===== src/sra_pkg.sv =====
// Constants and types for the serial port and remote alarm block
// Operation
// RQ1: Remote alarm active for medium or high urgency alarm, inactive while silenced.
// RQ2: Remote alarm active whenever the main power switch is off.
// RQ3: Alarm drives a changeover contact: common, normally-open and normally-closed.
// RQ4: Ports are terminal side: send on txd, receive on rxd, drive rts, sample cts.
// RQ5: Data-terminal-ready held permanently high on every port.
// RQ6: Three ports; only the first takes a profile, others fixed to data link.
// RQ7: Configurable port runs at 1200 to 38400 baud by setting.
// RQ8: Character length of seven or eight data bits by setting.
// RQ9: Parity none, even or odd by setting.
// RQ10: Eight data bits with even or odd parity is rejected.
// RQ11: Pending settings apply only on accept; cancel discards and keeps old settings.
// RQ12: Attached printer and cable converter use the same baud, parity and length.
// RQ13: Frame is low start, data LSB first, optional parity, one high stop.
package sra_pkg;

  localparam int unsigned NPORT    = 3;
  localparam int unsigned NBAUD    = 6;
  localparam int unsigned CLK_HZ   = 50_000_000;
  localparam int unsigned BAUD_TBL [NBAUD] = '{1200, 2400, 4800, 9600, 19200, 38400};

  // Register byte offsets
  localparam logic [7:0] A_CFG_PEND  = 8'h00;
  localparam logic [7:0] A_CFG_CMD   = 8'h04;
  localparam logic [7:0] A_CFG_ACT   = 8'h08;
  localparam logic [7:0] A_ALARM     = 8'h0c;
  localparam logic [7:0] A_INT_STAT  = 8'h10;
  localparam logic [7:0] A_INT_MASK  = 8'h14;
  localparam logic [7:0] A_PORT_STAT = 8'h18;
  localparam logic [7:0] A_TXDATA0   = 8'h20;
  localparam logic [7:0] A_RXDATA0   = 8'h30;
  localparam logic [7:0] A_PORT_STEP = 8'h04;

  // Field positions
  localparam int unsigned CMD_ACCEPT_BIT = 0;
  localparam int unsigned CMD_CANCEL_BIT = 1;
  localparam int unsigned ALARM_URG_BIT  = 0;
  localparam int unsigned ALARM_SIL_BIT  = 1;
  localparam int unsigned INT_RXDONE_LSB = 0;
  localparam int unsigned INT_RXERR_LSB  = 3;
  localparam int unsigned INT_CFGREJ_BIT = 6;
  localparam int unsigned INT_W          = 7;
  localparam int unsigned PST_BUSY_LSB   = 0;
  localparam int unsigned PST_CTS_LSB    = 3;
  localparam int unsigned PST_ALARM_BIT  = 6;
  localparam int unsigned PST_RXFULL_LSB = 7;

  // Parity and profile codes
  localparam logic [1:0] PAR_NONE = 2'h0;
  localparam logic [1:0] PAR_EVEN = 2'h1;
  localparam logic [1:0] PAR_ODD  = 2'h2;
  localparam logic [1:0] PROF_HOST_DATA_LINK       = 2'h0;
  localparam logic [1:0] PROF_PRINTER              = 2'h1;
  localparam logic [1:0] PROF_THIRD_PARTY_MONITOR  = 2'h2;

  // Configuration word: [7:6] parity, [5] len8, [4:2] baud index, [1:0] profile
  typedef struct packed {
    logic [1:0] parity;
    logic       len8;
    logic [2:0] baud;
    logic [1:0] profile;
  } sra_cfg_s;

  localparam logic [2:0] BAUD_IDX_9600 = 3'h3;
  localparam sra_cfg_s CFG_RST   = '{parity: PAR_NONE, len8: 1'b1, baud: BAUD_IDX_9600,
                                     profile: PROF_HOST_DATA_LINK};
  localparam sra_cfg_s CFG_FIXED = CFG_RST;

  typedef enum logic [2:0] {BIT_IDLE, BIT_START, BIT_DATA, BIT_PAR, BIT_STOP} sra_bit_e;

endpackage : sra_pkg


===== src/sra_top.sv =====
// Serial ports and remote alarm relay with APB register access
//
// The register addresses and the APB slave port are this design's own decisions.
`timescale 1ns/100ps
`default_nettype none
module sra_top #(
  parameter int unsigned CLK_HZ = sra_pkg::CLK_HZ
) (
  input  wire logic        clk_i,
  input  wire logic        arst_n_i,
  input  wire logic        psel_i,
  input  wire logic        penable_i,
  input  wire logic        pwrite_i,
  input  wire logic [7:0]  paddr_i,
  input  wire logic [31:0] pwdata_i,
  output logic             pready_o,
  output logic             pslverr_o,
  output logic [31:0]      prdata_o,
  output logic             irq_o,
  input  wire logic [2:0]  rxd_i,
  input  wire logic [2:0]  cts_i,
  output logic [2:0]       txd_o,
  output logic [2:0]       rts_o,
  output logic [2:0]       dtr_o,
  output logic [1:0]       port_one_profile_o,
  input  wire logic        power_switch_on_i,
  output logic             relay_coil_o,
  output logic             contact_no_closed_o,
  output logic             contact_nc_closed_o
);
  import sra_pkg::*;

  if (CLK_HZ / BAUD_TBL[0] > 65535 || CLK_HZ / BAUD_TBL[NBAUD-1] < 4) begin : g_chk
    $error("CLK_HZ outside the range the baud dividers serve");
  end

  typedef struct packed {
    logic                 pready;
    logic                 pslverr;
    logic [31:0]          prdata;
    sra_cfg_s             pend;
    sra_cfg_s             act;
    logic                 urg;
    logic                 sil;
    logic [INT_W-1:0]     ist;
    logic [INT_W-1:0]     imask;
    logic                 irq;
    logic [NPORT-1:0]     txpend;
    logic [NPORT-1:0][7:0] txdat;
    logic [NPORT-1:0][7:0] rxdat;
    logic [NPORT-1:0]     rxfull;
    logic [NPORT-1:0]     rxd_s1;
    logic [NPORT-1:0]     rxd_s2;
    logic [NPORT-1:0]     cts_s1;
    logic [NPORT-1:0]     cts_s2;
    logic                 pwr_s1;
    logic                 pwr_s2;
    logic                 alarm;
    logic                 quiet;
    logic [NPORT-1:0]     rts;
    logic [NPORT-1:0]     dtr;
  } sra_top_s;

  localparam sra_top_s TOP_RST = '{pend: CFG_RST, act: CFG_RST, rxd_s1: '1, rxd_s2: '1,
                                   alarm: 1'b1, dtr: '1, rts: '1, default: '0};

  logic [1:0]            rst_sync_ff;
  logic                  rst_n;
  sra_top_s              st_ff;
  sra_top_s              nxt_st;
  logic                  acc_rd;
  logic                  done;
  logic                  wr_en;
  logic                  accept_wr;
  logic                  cancel_wr;
  logic                  cfg_ok;
  logic [NPORT-1:0]      busy;
  logic [NPORT-1:0]      rx_vld;
  logic [NPORT-1:0]      rx_err;
  logic [NPORT-1:0][7:0] rx_data;
  logic [NPORT-1:0][15:0] div;
  logic [NPORT-1:0]      len8;
  logic [NPORT-1:0][1:0] par;
  logic [31:0]           rmux;
  logic                  rmiss;

  function automatic logic [15:0] div_of(input logic [2:0] idx);
    logic [15:0] d;
    d = 16'(CLK_HZ / BAUD_TBL[0]);
    for (int i = 0; i < NBAUD; i++) begin
      if (idx == 3'(i)) begin
        d = 16'(CLK_HZ / BAUD_TBL[i]);
      end
    end
    return d;
  endfunction : div_of

  always_ff @(posedge clk_i or negedge arst_n_i) begin
    if (!arst_n_i) begin
      rst_sync_ff <= 2'h0;
    end else begin
      rst_sync_ff <= {rst_sync_ff[0], 1'b1};
    end
  end
  assign rst_n = rst_sync_ff[1];

  // Access phase answered one cycle later; effects land on the completing edge
  assign acc_rd    = psel_i && penable_i && !st_ff.pready;
  assign done      = psel_i && penable_i && st_ff.pready;
  assign wr_en     = done && pwrite_i;
  assign accept_wr = wr_en && (paddr_i == A_CFG_CMD) && pwdata_i[CMD_ACCEPT_BIT];
  assign cancel_wr = wr_en && (paddr_i == A_CFG_CMD) && pwdata_i[CMD_CANCEL_BIT];
  assign cfg_ok    = (st_ff.pend.baud < 3'(NBAUD)) && (st_ff.pend.parity != 2'h3) &&
                     (st_ff.pend.profile != 2'h3) &&
                     !(st_ff.pend.len8 && (st_ff.pend.parity != PAR_NONE)); // RQ10

  always_comb begin
    rmux  = 32'h0;
    rmiss = 1'b0;
    case (paddr_i)
      A_CFG_PEND:  rmux = {24'h0, st_ff.pend};
      A_CFG_CMD:   rmux = 32'h0;
      A_CFG_ACT:   rmux = {24'h0, st_ff.act};
      A_ALARM:     rmux = {30'h0, st_ff.sil, st_ff.urg};
      A_INT_STAT:  rmux = {25'h0, st_ff.ist};
      A_INT_MASK:  rmux = {25'h0, st_ff.imask};
      A_PORT_STAT: rmux = {22'h0, st_ff.rxfull, st_ff.alarm, st_ff.cts_s2, busy | st_ff.txpend};
      A_TXDATA0, A_TXDATA0 + A_PORT_STEP, A_TXDATA0 + 8'h2 * A_PORT_STEP: rmux = 32'h0;
      A_RXDATA0:                   rmux = {24'h0, st_ff.rxdat[0]};
      A_RXDATA0 + A_PORT_STEP:     rmux = {24'h0, st_ff.rxdat[1]};
      A_RXDATA0 + 8'h2 * A_PORT_STEP: rmux = {24'h0, st_ff.rxdat[2]};
      default:     rmiss = 1'b1;
    endcase
  end

  always_comb begin
    nxt_st        = st_ff;
    nxt_st.rxd_s1 = rxd_i;
    nxt_st.rxd_s2 = st_ff.rxd_s1;
    nxt_st.cts_s1 = cts_i;
    nxt_st.cts_s2 = st_ff.cts_s1;
    nxt_st.pwr_s1 = power_switch_on_i;
    nxt_st.pwr_s2 = st_ff.pwr_s1;
    nxt_st.pready = acc_rd;
    if (acc_rd) begin
      nxt_st.prdata  = pwrite_i ? 32'h0 : rmux;
      nxt_st.pslverr = rmiss;
    end
    if (wr_en) begin
      case (paddr_i)
        A_CFG_PEND: nxt_st.pend  = sra_cfg_s'(pwdata_i[7:0]);
        A_ALARM:    {nxt_st.sil, nxt_st.urg} = pwdata_i[ALARM_SIL_BIT:ALARM_URG_BIT];
        A_INT_MASK: nxt_st.imask = pwdata_i[INT_W-1:0];
        A_INT_STAT: nxt_st.ist   = st_ff.ist & ~pwdata_i[INT_W-1:0];
        default:    nxt_st.imask = st_ff.imask;
      endcase
    end
    if (accept_wr) begin // RQ11
      if (cfg_ok) begin
        nxt_st.act = st_ff.pend;
      end else begin
        nxt_st.ist[INT_CFGREJ_BIT] = 1'b1; // RQ10
      end
    end else if (cancel_wr) begin
      nxt_st.pend = st_ff.act; // RQ11
    end
    for (int p = 0; p < NPORT; p++) begin
      if (st_ff.txpend[p] && busy[p]) begin
        nxt_st.txpend[p] = 1'b0;
      end
      // Writes to a busy transmitter are dropped; software polls busy first
      if (wr_en && paddr_i == A_TXDATA0 + 8'(p) * A_PORT_STEP && !st_ff.txpend[p] && !busy[p]) begin
        nxt_st.txpend[p] = 1'b1;
        nxt_st.txdat[p]  = pwdata_i[7:0];
      end
      if (done && !pwrite_i && paddr_i == A_RXDATA0 + 8'(p) * A_PORT_STEP) begin
        nxt_st.rxfull[p] = 1'b0;
      end
      if (rx_vld[p]) begin
        nxt_st.rxfull[p] = 1'b1;
        nxt_st.rxdat[p]  = rx_data[p];
        nxt_st.ist[INT_RXDONE_LSB + p] = 1'b1;
        nxt_st.ist[INT_RXERR_LSB + p]  = nxt_st.ist[INT_RXERR_LSB + p] | rx_err[p];
      end
    end
    nxt_st.dtr   = '1; // RQ5
    nxt_st.alarm = (st_ff.urg && !st_ff.sil) || !st_ff.pwr_s2; // RQ1 RQ2
    nxt_st.quiet = !nxt_st.alarm; // RQ3
    nxt_st.rts   = ~nxt_st.rxfull; // RQ4
    nxt_st.irq   = |(st_ff.ist & st_ff.imask);
  end

  always_ff @(posedge clk_i or negedge rst_n) begin
    if (!rst_n) begin
      st_ff <= TOP_RST;
    end else begin
      st_ff <= nxt_st;
    end
  end

  for (genvar p = 0; p < NPORT; p++) begin : g_port
    // Only the first port follows the accepted settings
    assign div[p]  = (p == 0) ? div_of(st_ff.act.baud) : div_of(CFG_FIXED.baud); // RQ6 RQ7
    assign len8[p] = (p == 0) ? st_ff.act.len8 : CFG_FIXED.len8; // RQ8
    assign par[p]  = (p == 0) ? st_ff.act.parity : CFG_FIXED.parity; // RQ9
    sra_uart_chan u_chan (
      .clk_i     (clk_i),
      .rst_n_i   (rst_n),
      .div_i     (div[p]),
      .len8_i    (len8[p]),
      .par_i     (par[p]),
      .tx_go_i   (st_ff.txpend[p]),
      .tx_data_i (st_ff.txdat[p]),
      .cts_i     (st_ff.cts_s2[p]),
      .rxd_i     (st_ff.rxd_s2[p]),
      .txd_o     (txd_o[p]),
      .tx_busy_o (busy[p]),
      .rx_vld_o  (rx_vld[p]),
      .rx_err_o  (rx_err[p]),
      .rx_data_o (rx_data[p])
    ); // RQ4
  end

  assign pready_o            = st_ff.pready;
  assign pslverr_o           = st_ff.pslverr;
  assign prdata_o            = st_ff.prdata;
  assign irq_o               = st_ff.irq;
  assign rts_o               = st_ff.rts; // RQ4
  assign dtr_o               = st_ff.dtr; // RQ5
  assign port_one_profile_o  = st_ff.act.profile; // RQ6
  // Relay energised only when quiet, so a dead instrument reads as an alarm
  assign relay_coil_o        = st_ff.quiet; // RQ3
  assign contact_no_closed_o = st_ff.alarm; // RQ3
  assign contact_nc_closed_o = st_ff.quiet; // RQ3
endmodule : sra_top
`default_nettype wire


===== src/sra_uart_chan.sv =====
// One serial channel: transmitter and receiver with runtime framing
`timescale 1ns/100ps
`default_nettype none
module sra_uart_chan (
  input  wire logic        clk_i,
  input  wire logic        rst_n_i,
  input  wire logic [15:0] div_i,
  input  wire logic        len8_i,
  input  wire logic [1:0]  par_i,
  input  wire logic        tx_go_i,
  input  wire logic [7:0]  tx_data_i,
  input  wire logic        cts_i,
  input  wire logic        rxd_i,
  output logic             txd_o,
  output logic             tx_busy_o,
  output logic             rx_vld_o,
  output logic             rx_err_o,
  output logic [7:0]       rx_data_o
);
  import sra_pkg::*;

  typedef struct packed {
    sra_bit_e    tst;
    logic [15:0] tcnt;
    logic [2:0]  tbit;
    logic [7:0]  tsh;
    logic        tpar;
    logic        txd;
    sra_bit_e    rst;
    logic [15:0] rcnt;
    logic [2:0]  rbit;
    logic [7:0]  rsh;
    logic        rpar;
    logic        rvld;
    logic        rerr;
    logic [7:0]  rdata;
  } sra_chan_s;

  localparam sra_chan_s CHAN_RST = '{tst: BIT_IDLE, rst: BIT_IDLE, txd: 1'b1, default: '0};

  sra_chan_s st_ff;
  sra_chan_s nxt_st;
  logic [2:0] last;
  logic [7:0] tdat;

  assign last = len8_i ? 3'h7 : 3'h6;
  assign tdat = len8_i ? tx_data_i : {1'b0, tx_data_i[6:0]};

  always_comb begin
    nxt_st      = st_ff;
    nxt_st.rvld = 1'b0;
    nxt_st.rerr = 1'b0;
    case (st_ff.tst)
      BIT_IDLE: begin
        nxt_st.txd = 1'b1;
        if (tx_go_i && cts_i) begin // RQ4
          nxt_st.tst  = BIT_START;
          nxt_st.tsh  = tdat;
          nxt_st.tpar = (par_i == PAR_ODD) ^ (^tdat); // RQ9
          nxt_st.tcnt = div_i - 16'h1; // RQ7
          nxt_st.txd  = 1'b0; // RQ13
        end
      end
      default: begin
        if (st_ff.tcnt != 16'h0) begin
          nxt_st.tcnt = st_ff.tcnt - 16'h1;
        end else begin
          nxt_st.tcnt = div_i - 16'h1;
          case (st_ff.tst)
            BIT_START: begin
              nxt_st.tst  = BIT_DATA;
              nxt_st.tbit = 3'h0;
              nxt_st.txd  = st_ff.tsh[0]; // RQ13
              nxt_st.tsh  = {1'b0, st_ff.tsh[7:1]};
            end
            BIT_DATA: begin
              if (st_ff.tbit == last) begin // RQ8
                nxt_st.tst = (par_i == PAR_NONE) ? BIT_STOP : BIT_PAR;
                nxt_st.txd = (par_i == PAR_NONE) ? 1'b1 : st_ff.tpar;
              end else begin
                nxt_st.tbit = st_ff.tbit + 3'h1;
                nxt_st.txd  = st_ff.tsh[0];
                nxt_st.tsh  = {1'b0, st_ff.tsh[7:1]};
              end
            end
            BIT_PAR: begin
              nxt_st.tst = BIT_STOP;
              nxt_st.txd = 1'b1; // RQ13
            end
            default: begin
              nxt_st.tst = BIT_IDLE;
              nxt_st.txd = 1'b1;
            end
          endcase
        end
      end
    endcase
    case (st_ff.rst)
      BIT_IDLE: begin
        if (!rxd_i) begin
          nxt_st.rst  = BIT_START;
          nxt_st.rcnt = {1'b0, div_i[15:1]};
        end
      end
      default: begin
        if (st_ff.rcnt != 16'h0) begin
          nxt_st.rcnt = st_ff.rcnt - 16'h1;
        end else begin
          nxt_st.rcnt = div_i - 16'h1;
          case (st_ff.rst)
            BIT_START: begin
              // Glitch shorter than half a bit is dropped
              nxt_st.rst  = rxd_i ? BIT_IDLE : BIT_DATA;
              nxt_st.rbit = 3'h0;
              nxt_st.rpar = 1'b0;
            end
            BIT_DATA: begin
              nxt_st.rsh  = {rxd_i, st_ff.rsh[7:1]}; // RQ13
              nxt_st.rpar = st_ff.rpar ^ rxd_i;
              if (st_ff.rbit == last) begin
                nxt_st.rst = (par_i == PAR_NONE) ? BIT_STOP : BIT_PAR;
              end else begin
                nxt_st.rbit = st_ff.rbit + 3'h1;
              end
            end
            BIT_PAR: begin
              nxt_st.rpar = st_ff.rpar ^ rxd_i;
              nxt_st.rst  = BIT_STOP;
            end
            default: begin
              nxt_st.rst   = BIT_IDLE;
              nxt_st.rvld  = 1'b1;
              nxt_st.rdata = len8_i ? st_ff.rsh : {1'b0, st_ff.rsh[7:1]};
              nxt_st.rerr  = !rxd_i ||
                             ((par_i != PAR_NONE) && (st_ff.rpar != (par_i == PAR_ODD))); // RQ9
            end
          endcase
        end
      end
    endcase
  end

  always_ff @(posedge clk_i or negedge rst_n_i) begin
    if (!rst_n_i) begin
      st_ff <= CHAN_RST;
    end else begin
      st_ff <= nxt_st;
    end
  end

  assign txd_o     = st_ff.txd;
  assign tx_busy_o = (st_ff.tst != BIT_IDLE);
  assign rx_vld_o  = st_ff.rvld;
  assign rx_err_o  = st_ff.rerr;
  assign rx_data_o = st_ff.rdata;
endmodule : sra_uart_chan
`default_nettype wire


===== config.mk =====
export PLATFORM = sky130hd
export DESIGN_NAME = sra_top
export DESIGN_NICKNAME = d
export VERILOG_FILES = /design/src/sra_pkg.sv /design/src/sra_top.sv /design/src/sra_uart_chan.sv
export SDC_FILE = /design/constraint.sdc
export NUM_CORES = 1
export LEC_CHECK = 0
export ABC_AREA = 0
export BUFFER_PORTS_ARGS = -buffer_cell sky130_fd_sc_hd__buf_4
export CAP_MARGIN = 10
export CELL_PAD_IN_SITES_DETAIL_PLACEMENT = 1
export CELL_PAD_IN_SITES_GLOBAL_PLACEMENT = 1
export CORE_ASPECT_RATIO = 2
export CORE_UTILIZATION = 45
export CTS_CLUSTER_SIZE = 10
export DETAILED_ROUTE_END_ITERATION = 12
export HOLD_SLACK_MARGIN = 0.05
export PLACE_DENSITY_LB_ADDON = 0.2
export SLEW_MARGIN = 20
export SYNTH_ARGS = -nofsm -noshare
export SYNTH_HDL_FRONTEND = slang
export SYNTH_SLANG_ARGS = --single-unit

===== constraint.sdc =====
create_clock -name clk_i -period 12.4 [get_ports clk_i]
set_clock_uncertainty 0.2 [all_clocks]
set_input_delay 1.86 -clock clk_i [delete_from_list [all_inputs] [get_ports clk_i]]
set_output_delay 1.86 -clock clk_i [all_outputs]
set_load 0.1 [all_outputs]

==> After elaboration in Yosys (flattened, before gate mapping) <==
Index checks and enable logic that the tools add are counted.
{ "op_classes": {"add_sub_neg": 13, "magnitude_cmp": 1, "eq_ne": 72, "mux": 122, "bitwise_logic": 25, "reduce_logical": 127} }
{ "ops": {"columns": ["operator", "n"], "rows": [
  ["$mux 19", 12],
  ["$mux 16", 11],
  ["$mux 10", 12],
  ["$sub 16x1->16 const B", 7],
  ["$mux 8", 12],
  ["$reduce_bool 16->1", 6],
  ["$pmux 10 s9", 1],
  ["$pmux 11 s2", 3],
  ["$pmux 3 s3", 6],
  ["$eq 8x6->1 const B", 6],
  ["$mux 3", 16],
  ["$eq 3x2->1 const B", 14],
  ["$reduce_and 3->1", 13],
  ["$reduce_and 4->1", 9],
  ["$reduce_bool 2->1", 18],
  ["$ne 2x2->1 const B", 17],
  ["$mux 11", 3],
  ["$logic_and 1x1->1", 32],
  ["$mux 1", 32],
  ["$mux 32", 1],
  ["$eq 8x5->1 const B", 3],
  ["$reduce_xor 8->1", 3],
  ["$eq 3x1->1 const B", 7],
  ["$add 3x1->3 const B", 6],
  ["other kinds (33)", 110]
]} }
{ "totals": {"reg_bits": 359, "in_bits": 52} }

==> Depth between registers and ports, before layout <==
Gate-level depths: netlist (run 1).
{ "logic_depth": {"word_depth": 9, "mapped_depth": 10} }

==> Hierarchy <==
From an unflattened synthesis (run 1), not the netlist that was laid out.
{ "unflattened": {"cells_unflattened": 2033, "hier_area_um2": 19786.5} }
{ "by_module_without_submodules": {"columns": ["mod", "n_inst", "cells_each", "area_per_inst_um2"], "rows": [
  ["sra_top", 1, 473, 5582.9],
  ["sra_uart_chan at g_port[0].u_chan", 1, 537, 4798.4],
  ["sra_uart_chan at g_port[2].u_chan", 1, 516, 4715.8],
  ["sra_uart_chan at g_port[1].u_chan", 1, 507, 4689.5]
]} }

==> Worst setup path after synthesis (run 1) <==
OpenSTA, ideal clock, no wires.
{ "synth_timing": {"path_type": "input to register", "startpoint": "in paddr_i[5]", "endpoint": "reg st_ff[107] (netlist name)", "setup_time_ns": 0.128, "arrival_ns": 3.545, "t_required_ns": 12.072, "slack_ns": 8.528, "cell_stages": 6, "n_path_buf": 2, "cell_sequence": "clkbuf_1 > nor4_2 > nand2_1 > nor4b_2 > buf_2 > o21ai_0"} }
{ "synth_rtl": {"columns": ["item", "line", "rtl"], "rows": [
  ["start, declared", "sra_top.sv:14", "input wire logic [7:0] paddr_i,"],
  ["end signal, assigned", "sra_top.sv:197", "st_ff <= nxt_st;"],
  ["end, declared", "sra_top.sv:69", "sra_top_s st_ff;"]
]} }

==> Worst setup path in the final report (run 1) <==
{ "layout_timing": {"startpoint": "in paddr_i[1]", "endpoint": "reg st_ff[85] (netlist name)"} }
{ "layout_between": {"elab_chain_len": 3} }
{ "layout_lines": {"columns": ["item", "line", "rtl"], "rows": [
  ["$eq 8x5->1", "sra_top.sv:150", "case (paddr_i)"],
  ["$reduce_bool 2->1 (no line)", null, null],
  ["$reduce_and 2->1 (no line)", null, null]
]} }
No other way between the ends.
A chain may end at the register's enable or synchronous reset.

==> flow_summary.toml, run 1 <==
[final_layout]
fillCellCount = 4040
nets = 1768
diodes = 0
multi_input_area_mm2 = 0.00740
drive_above_1_share = 0.139
areaGrowthSynthToFinish_pct = 10.5
seq_area_mm2 = 0.00841
final_util = 0.507

[cts]
clk_pin_slew_ps = 60
clk_root_buffer_cell = "clkbuf_16"
cts_setup_buffers = 0
clkSinkCount = 335
cts_buffers = 39
h-tree-depth = 2
insertion_delay_ps = 540
clockBufferDepth = 3
post_cts_resized = 0
cts_hold_buf = 0
cts_tree = "yes"

[timing]
relSlewSlack = 0.257
worst_slack_ps = 8390
finalSetupViolCount = 0
min_period_over_period = 0.323
hold_viol_final = 0
tightest_slew_ps = 1110
holdWs_ps = 154
min_period_ps = 4010
max_freq_mhz = 250
rsz0062_at_grt = "no"
slew_viol_final = 0
tns_ps = 0

[yosys]
async_reset_ff_frac = 1.00
ys_types = 77
syn_inst = 1685
syn_area_per_cell_um2 = 9.75
ys.warnings.count = 0
seq_area_frac_synth = 0.511
synth-edff-count = 0
ys_ff_latch = 335
synth-main-ff-cell = "dfrtp_1"
synth_area_mm2 = 0.0164

[detailed_routing]
viasPerCell = 5.99
first_iter_violations = 519
wire_per_inst_um = 20.8
wirelength_mm = 45.3
drcViolationCount = 0
drtPass1Iterations = 5
vias = 13100
drtAntennaViolNets = 0

[die]
die_y_um = 272
start_util = 0.459
fp.dieW_um = 137
io_pins = 101
core_mm2 = 0.0358
die_area_mm2 = 0.0373
num_rows = 98

[global_routing]
overflow = 0
grt_pass1_vias = 14100
grt_max_degree = 80
antenna_found_initial = 0
grt_pass1_wl_mm = 74.8
grtUsageTotal = 0.256

[run_status]
outcome = "finished, final reports clean"

[job]
maxCapViolCount = 0

[worst_setup_path]
cp.arrival_ps = 4240
critPathLaunchType = "primary input"
cp.required_ps = 12630
end_kind = "flip-flop"
crit_type = "in -> reg"
critical_path.max_fanout = 7

[pwr]
powerDensity_mw_per_mm2 = 156
p_leak_nw = 8.02
ir_drop_mv = 0.124

[min_path]
hold_class = "reg -> reg"

[place]
post-dp-hpwl_mm = 32.8
place_congestion = 0.906
numPortBuffers = 51
pre_cts_slack_ps = 7990
worst max-delay path: stages:
cell and delay (ps):
buf_4 130, nor3_1 600, nand2b_1 320, nor3_1 950
nand2_1 150, a21o_1 220
Yosys cell counts, types with 8 or more instances:
cell | count | area (um^2)
a21oi_1 | 94 | 470
clkbuf_1 | 61 | 229
a22o_1 | 15 | 131
or3_1 | 17 | 106
dfrtp_1 | 316 | 7910
nor4_1 | 22 | 138
dfstp_2 | 19 | 499
xnor2_1 | 14 | 123
buf_4 | 47 | 353
a211oi_1 | 8 | 60.1
nand2b_1 | 10 | 62.6
nor2b_1 | 12 | 75.1
nand2_1 | 218 | 818
o211ai_1 | 8 | 60.1
o31ai_1 | 21 | 158
o22ai_1 | 9 | 56.3
ha_1 | 17 | 213
nand3_1 | 41 | 205
mux2_2 | 91 | 1020
nor2_1 | 131 | 492
mux2i_1 | 22 | 220
a31oi_1 | 21 | 131
nor3_1 | 72 | 360
a21o_1 | 14 | 105
a22oi_1 | 33 | 248
o21ai_0 | 162 | 811
and3_1 | 8 | 50.1
inv_1 | 38 | 143
power by group:
| part | switching (W) | internal, W |
|---|---|---|
| combinational | 0.000307 | 0.000159 |
| sequential | 0.000113 | 0.00118 |
| clock | 0.000449 | 0.000616 |
| total | 0.000869 | 0.00196 |
through the flow:
step | cell area, um^2 | power, W | cells
6_report | 18200 | 0.00283 | 2179
5_1_grt | 18200 | 0.00297 | 2179
4_1_cts | 18100 | 0.00286 | 2179
3_5_place_dp | 17000 | 0.00178 | 2108
3_3_place_gp | 17000 | 0.00175 | 2108
2_1_floorplan | 16500 | 0.00164 | 1709
final timing paths:
path                                                         from                                      to  slack [ps]  cells after the start
setup / recovery                                       paddr_i[1]                   st_ff[85]$_DFFE_PN0P_        8390                      6
hold / removal                               nxt_st[10]$_DFF_PN0_                     st_ff[10]$_DFF_PN0_         150                      0
setup reg to reg           g_port[0].u_chan.st_ff[54]$_DFFE_PN0N_  g_port[0].u_chan.st_ff[49]$_DFFE_PN0P_        9080                      8
hold reg to reg                              nxt_st[10]$_DFF_PN0_                     st_ff[10]$_DFF_PN0_         150                      0
max in group asynchronous                rst_sync_ff[1]$_DFF_PN0_  g_port[1].u_chan.st_ff[54]$_DFFE_PN0P_        9610                      2
min in group asynchronous                rst_sync_ff[1]$_DFF_PN0_  g_port[1].u_chan.st_ff[38]$_DFFE_PN0P_         180                      0
kinds of logic after synthesis:
kind of cell             synth area share
adder cells (fa/ha/maj)            0.0135
buffers and inverters              0.0463
other                            0.000457
flip-flops                          0.511
XOR/XNOR                           0.0107
AO/OA/AOI/OAI                       0.172
multiplexers                       0.0757
AND/OR/NAND/NOR                     0.170
cell usage in the layout (no fill, tap or decap), types with 15 or more instances in the layout:
| cell type | netlist | final |
|---|---|---|
| buf_4 | 47 | 63 |
| a31oi_1 | 21 | 21 |
| inv_1 | 38 | 38 |
| clkbuf_1 | 61 | 27 |
| nand3_1 | 41 | 41 |
| o21ai_0 | 162 | 162 |
| a21oi_1 | 94 | 93 |
| a22oi_1 | 33 | 33 |
| dfstp_2 | 19 | 19 |
| dfrtp_1 | 316 | 315 |
| ha_1 | 17 | 17 |
| mux2_2 | 91 | 91 |
| clkbuf_16 | 0 | 40 |
| nor4_1 | 22 | 22 |
| a22o_1 | 15 | 15 |
| nand2_1 | 218 | 218 |
| mux2i_1 | 22 | 22 |
| or3_1 | 17 | 17 |
| conb_1 | 2 | 26 |
| nor2_1 | 131 | 131 |
| nor3_1 | 72 | 70 |
| o31ai_1 | 21 | 21 |
final cells by class:
| cell class | count | area share |
|---|---|---|
| flip-flops and latches | 335 | 0.463 |
| multi-input cells | 1220 | 0.407 |
| clock buffers | 69 | 0.0622 |
| well taps | 450 | 0.0310 |
| repair buffers | 64 | 0.0267 |
| inverters | 39 | 0.00806 |
| clock inverters | 2 | 0.00138 |
routing by layer:
metal	routed length [um]	vias up	share of wire	track usage
li1	-	6055	-	-
met1	17100	6675	0.38	0.281
met2	24800	210	0.55	0.475
met3	1200	114	0.026	0.0302
met4	2180	0	0.048	0.127
met5	0	-	0	0
state kept, by name, indices dropped and copies added (netlist names), 3 cells and up:
register / cells
st_ff: 88
rts_o: 3
g_port.u_chan.st_ff: 182
nxt_st: 7
g_port.u_chan.rx_data_o: 24
g_port.u_chan.rx_err_o: 3
g_port.u_chan.txd_o: 3
prdata_o: 10
g_port.u_chan.rx_vld_o: 3
No activity file was read; power rests on OpenSTA's default activity.
==> run 2: changes to the inputs <==
- clock period: 12.4 -> 4.1 ns (I/O delays scaled with it)
==> run 2 against run 1 <==
Non-clock buffer count up 25. Critical path depth up 2. Clock-buffer cell count up 1. Total power rose to 3.0 times the previous value. First-iteration DRC count up 15%. Sequential share of layout area down 0.55 points. Critical endpoint is now g_port[2].u_chan.st_ff[45]$_DFFE_PN0P_. Highest routed layer unchanged.
==> flow_summary.toml, run 2 (synthesized netlist as in run 1, its figures left out) <==
[detailed_routing]
viasPerCell = 5.98
drcViolationCount = 0
drtPass1Iterations = 5
wire_per_inst_um = 21.1
drtAntennaViolNets = 0
wirelength_mm = 46.6
first_iter_violations = 595
vias = 13200

[worst_setup_path]
crit_type = "reg -> reg"
critPathLaunchType = "flip-flop"
reg2reg_depth = 8
end_kind = "flip-flop"
critical_path.max_fanout = 15
cp.arrival_ps = 3390
cp.required_ps = 4330

[timing]
tns_ps = 0
max_freq_mhz = 317
tightest_slew_ps = 1070
finalSetupViolCount = 0
holdWs_ps = 155
rsz0062_at_grt = "no"
min_period_ps = 3160
relSlewSlack = 0.281
hold_viol_final = 0
min_period_over_period = 0.770
slew_viol_final = 0

[final_layout]
fillCellCount = 4044
areaGrowthSynthToFinish_pct = 11.8
largest_reg_flops = 182
mostFrequentLayoutCell = "dfrtp_1"
seq_area_mm2 = 0.00841
diodes = 0
drive_above_1_share = 0.145
top_register = "g_port.u_chan.st_ff"
multi_input_area_mm2 = 0.00738
design_area_mm2 = 0.0184
layout_common_cells = "dfrtp_1 (315), nand2_1 (218), o21ai_0 (162), nor2_1 (131), a21oi_1 (93)"
final_util = 0.513
nets = 1793

[die]
start_util = 0.459
core_mm2 = 0.0358
fp.dieW_um = 137
die_y_um = 272
io_pins = 101
num_rows = 98
die_area_mm2 = 0.0373

[global_routing]
antenna_found_initial = 0
overflow = 0
grt_pass1_vias = 14300
grt_max_degree = 67
grt_pass1_wl_mm = 76.1
grtUsageTotal = 0.261

[cts]
clk_root_buffer_cell = "clkbuf_16"
cts_buffers = 39
insertion_delay_ps = 540
cts_setup_buffers = 0
h-tree-depth = 2
clockBufferDepth = 3
clk_pin_slew_ps = 60
cts_tree = "yes"
clkSinkCount = 335

[run_status]
outcome = "finished, final reports clean"

[pwr]
fin_total_pwr_w = 0.00860
p_leak_nw = 8.14
powerDensity_mw_per_mm2 = 468
ir_drop_mv = 0.458

[place]
post-dp-hpwl_mm = 33.3
place_congestion = 0.864
place_area_mm2 = 0.0171
numPortBuffers = 51

[min_path]
hold_depth = 0
hold_class = "reg -> reg"

[job]
maxCapViolCount = 0
[run 2: cell count changes in the layout (fill, tap and decap cells not counted), sizes merged]
cell         before  now
buf              64   81
clkbuf           69   70
clkinv            2    1
inv              39   38
dlygate4sd3       0    8
[run 2: worst max-delay path: stages (launching register included)]
cell and delay [ps]:
dfrtp_1 420, inv_1 70, ha_1 210, nor3b_1 390, nand4_1 310, o32a_1 440
nor3_2 700, nor2_1 110, a21oi_1 210
[run 2: power breakdown]
part	switching, W	total [W]	internal, W
logic	0.000945	0.00145	0.000508
registers	0.000341	0.00392	0.00358
clock network	0.00135	0.00323	0.00187
total	0.00264	0.00860	0.00596
[run 2: metrics by stage]
stage / cells / setup slack (ps)
after global routing: 2203 / 660
after CTS: 2203 / 894
final: 2203 / 944
after floorplan: 1709 / 594
after global placement: 2125 / 1120
after detailed placement: 2125 / 1010
[run 2: final cells by class]
cell class              count  share of cell area
well taps                 450              0.0306
inverters                  39             0.00797
flip-flops and latches    335               0.458
repair buffers             89              0.0395
clock buffers              70              0.0623
multi-input cells        1220               0.402
[run 2: what timing repair did]
item | 4_1_cts | 5_1_grt
endpoints found under the hold margin | 9 | 0
resized for setup | 0 | 0
hold buffers | 8 | 0
[run 2: metal layers]
layer,part of all wire,global-route usage,vias to the layer above
li1,-,-,6090
met1,0.38,0.289,6740
met2,0.55,0.490,238
met3,0.025,0.0238,110
met4,0.044,0.119,0
met5,0,0,-
[run 2: worst paths after layout]
check / start / slack (ps) / endpoint
setup / recovery: g_port[2].u_chan.st_ff[54]$_DFFE_PN0P_ / 940 / g_port[2].u_chan.st_ff[45]$_DFFE_PN0P_
hold / removal: nxt_st[12]$_DFF_PN0_ / 150 / st_ff[12]$_DFF_PN0_
setup reg to reg: g_port[2].u_chan.st_ff[54]$_DFFE_PN0P_ / 940 / g_port[2].u_chan.st_ff[45]$_DFFE_PN0P_
hold reg to reg: nxt_st[12]$_DFF_PN0_ / 150 / st_ff[12]$_DFF_PN0_
max in group asynchronous: rst_sync_ff[1]$_DFF_PN0_ / 2440 / rts_o[1]$_DFF_PN1_
min in group asynchronous: arst_n_i / 210 / rst_sync_ff[0]$_DFF_PN0_
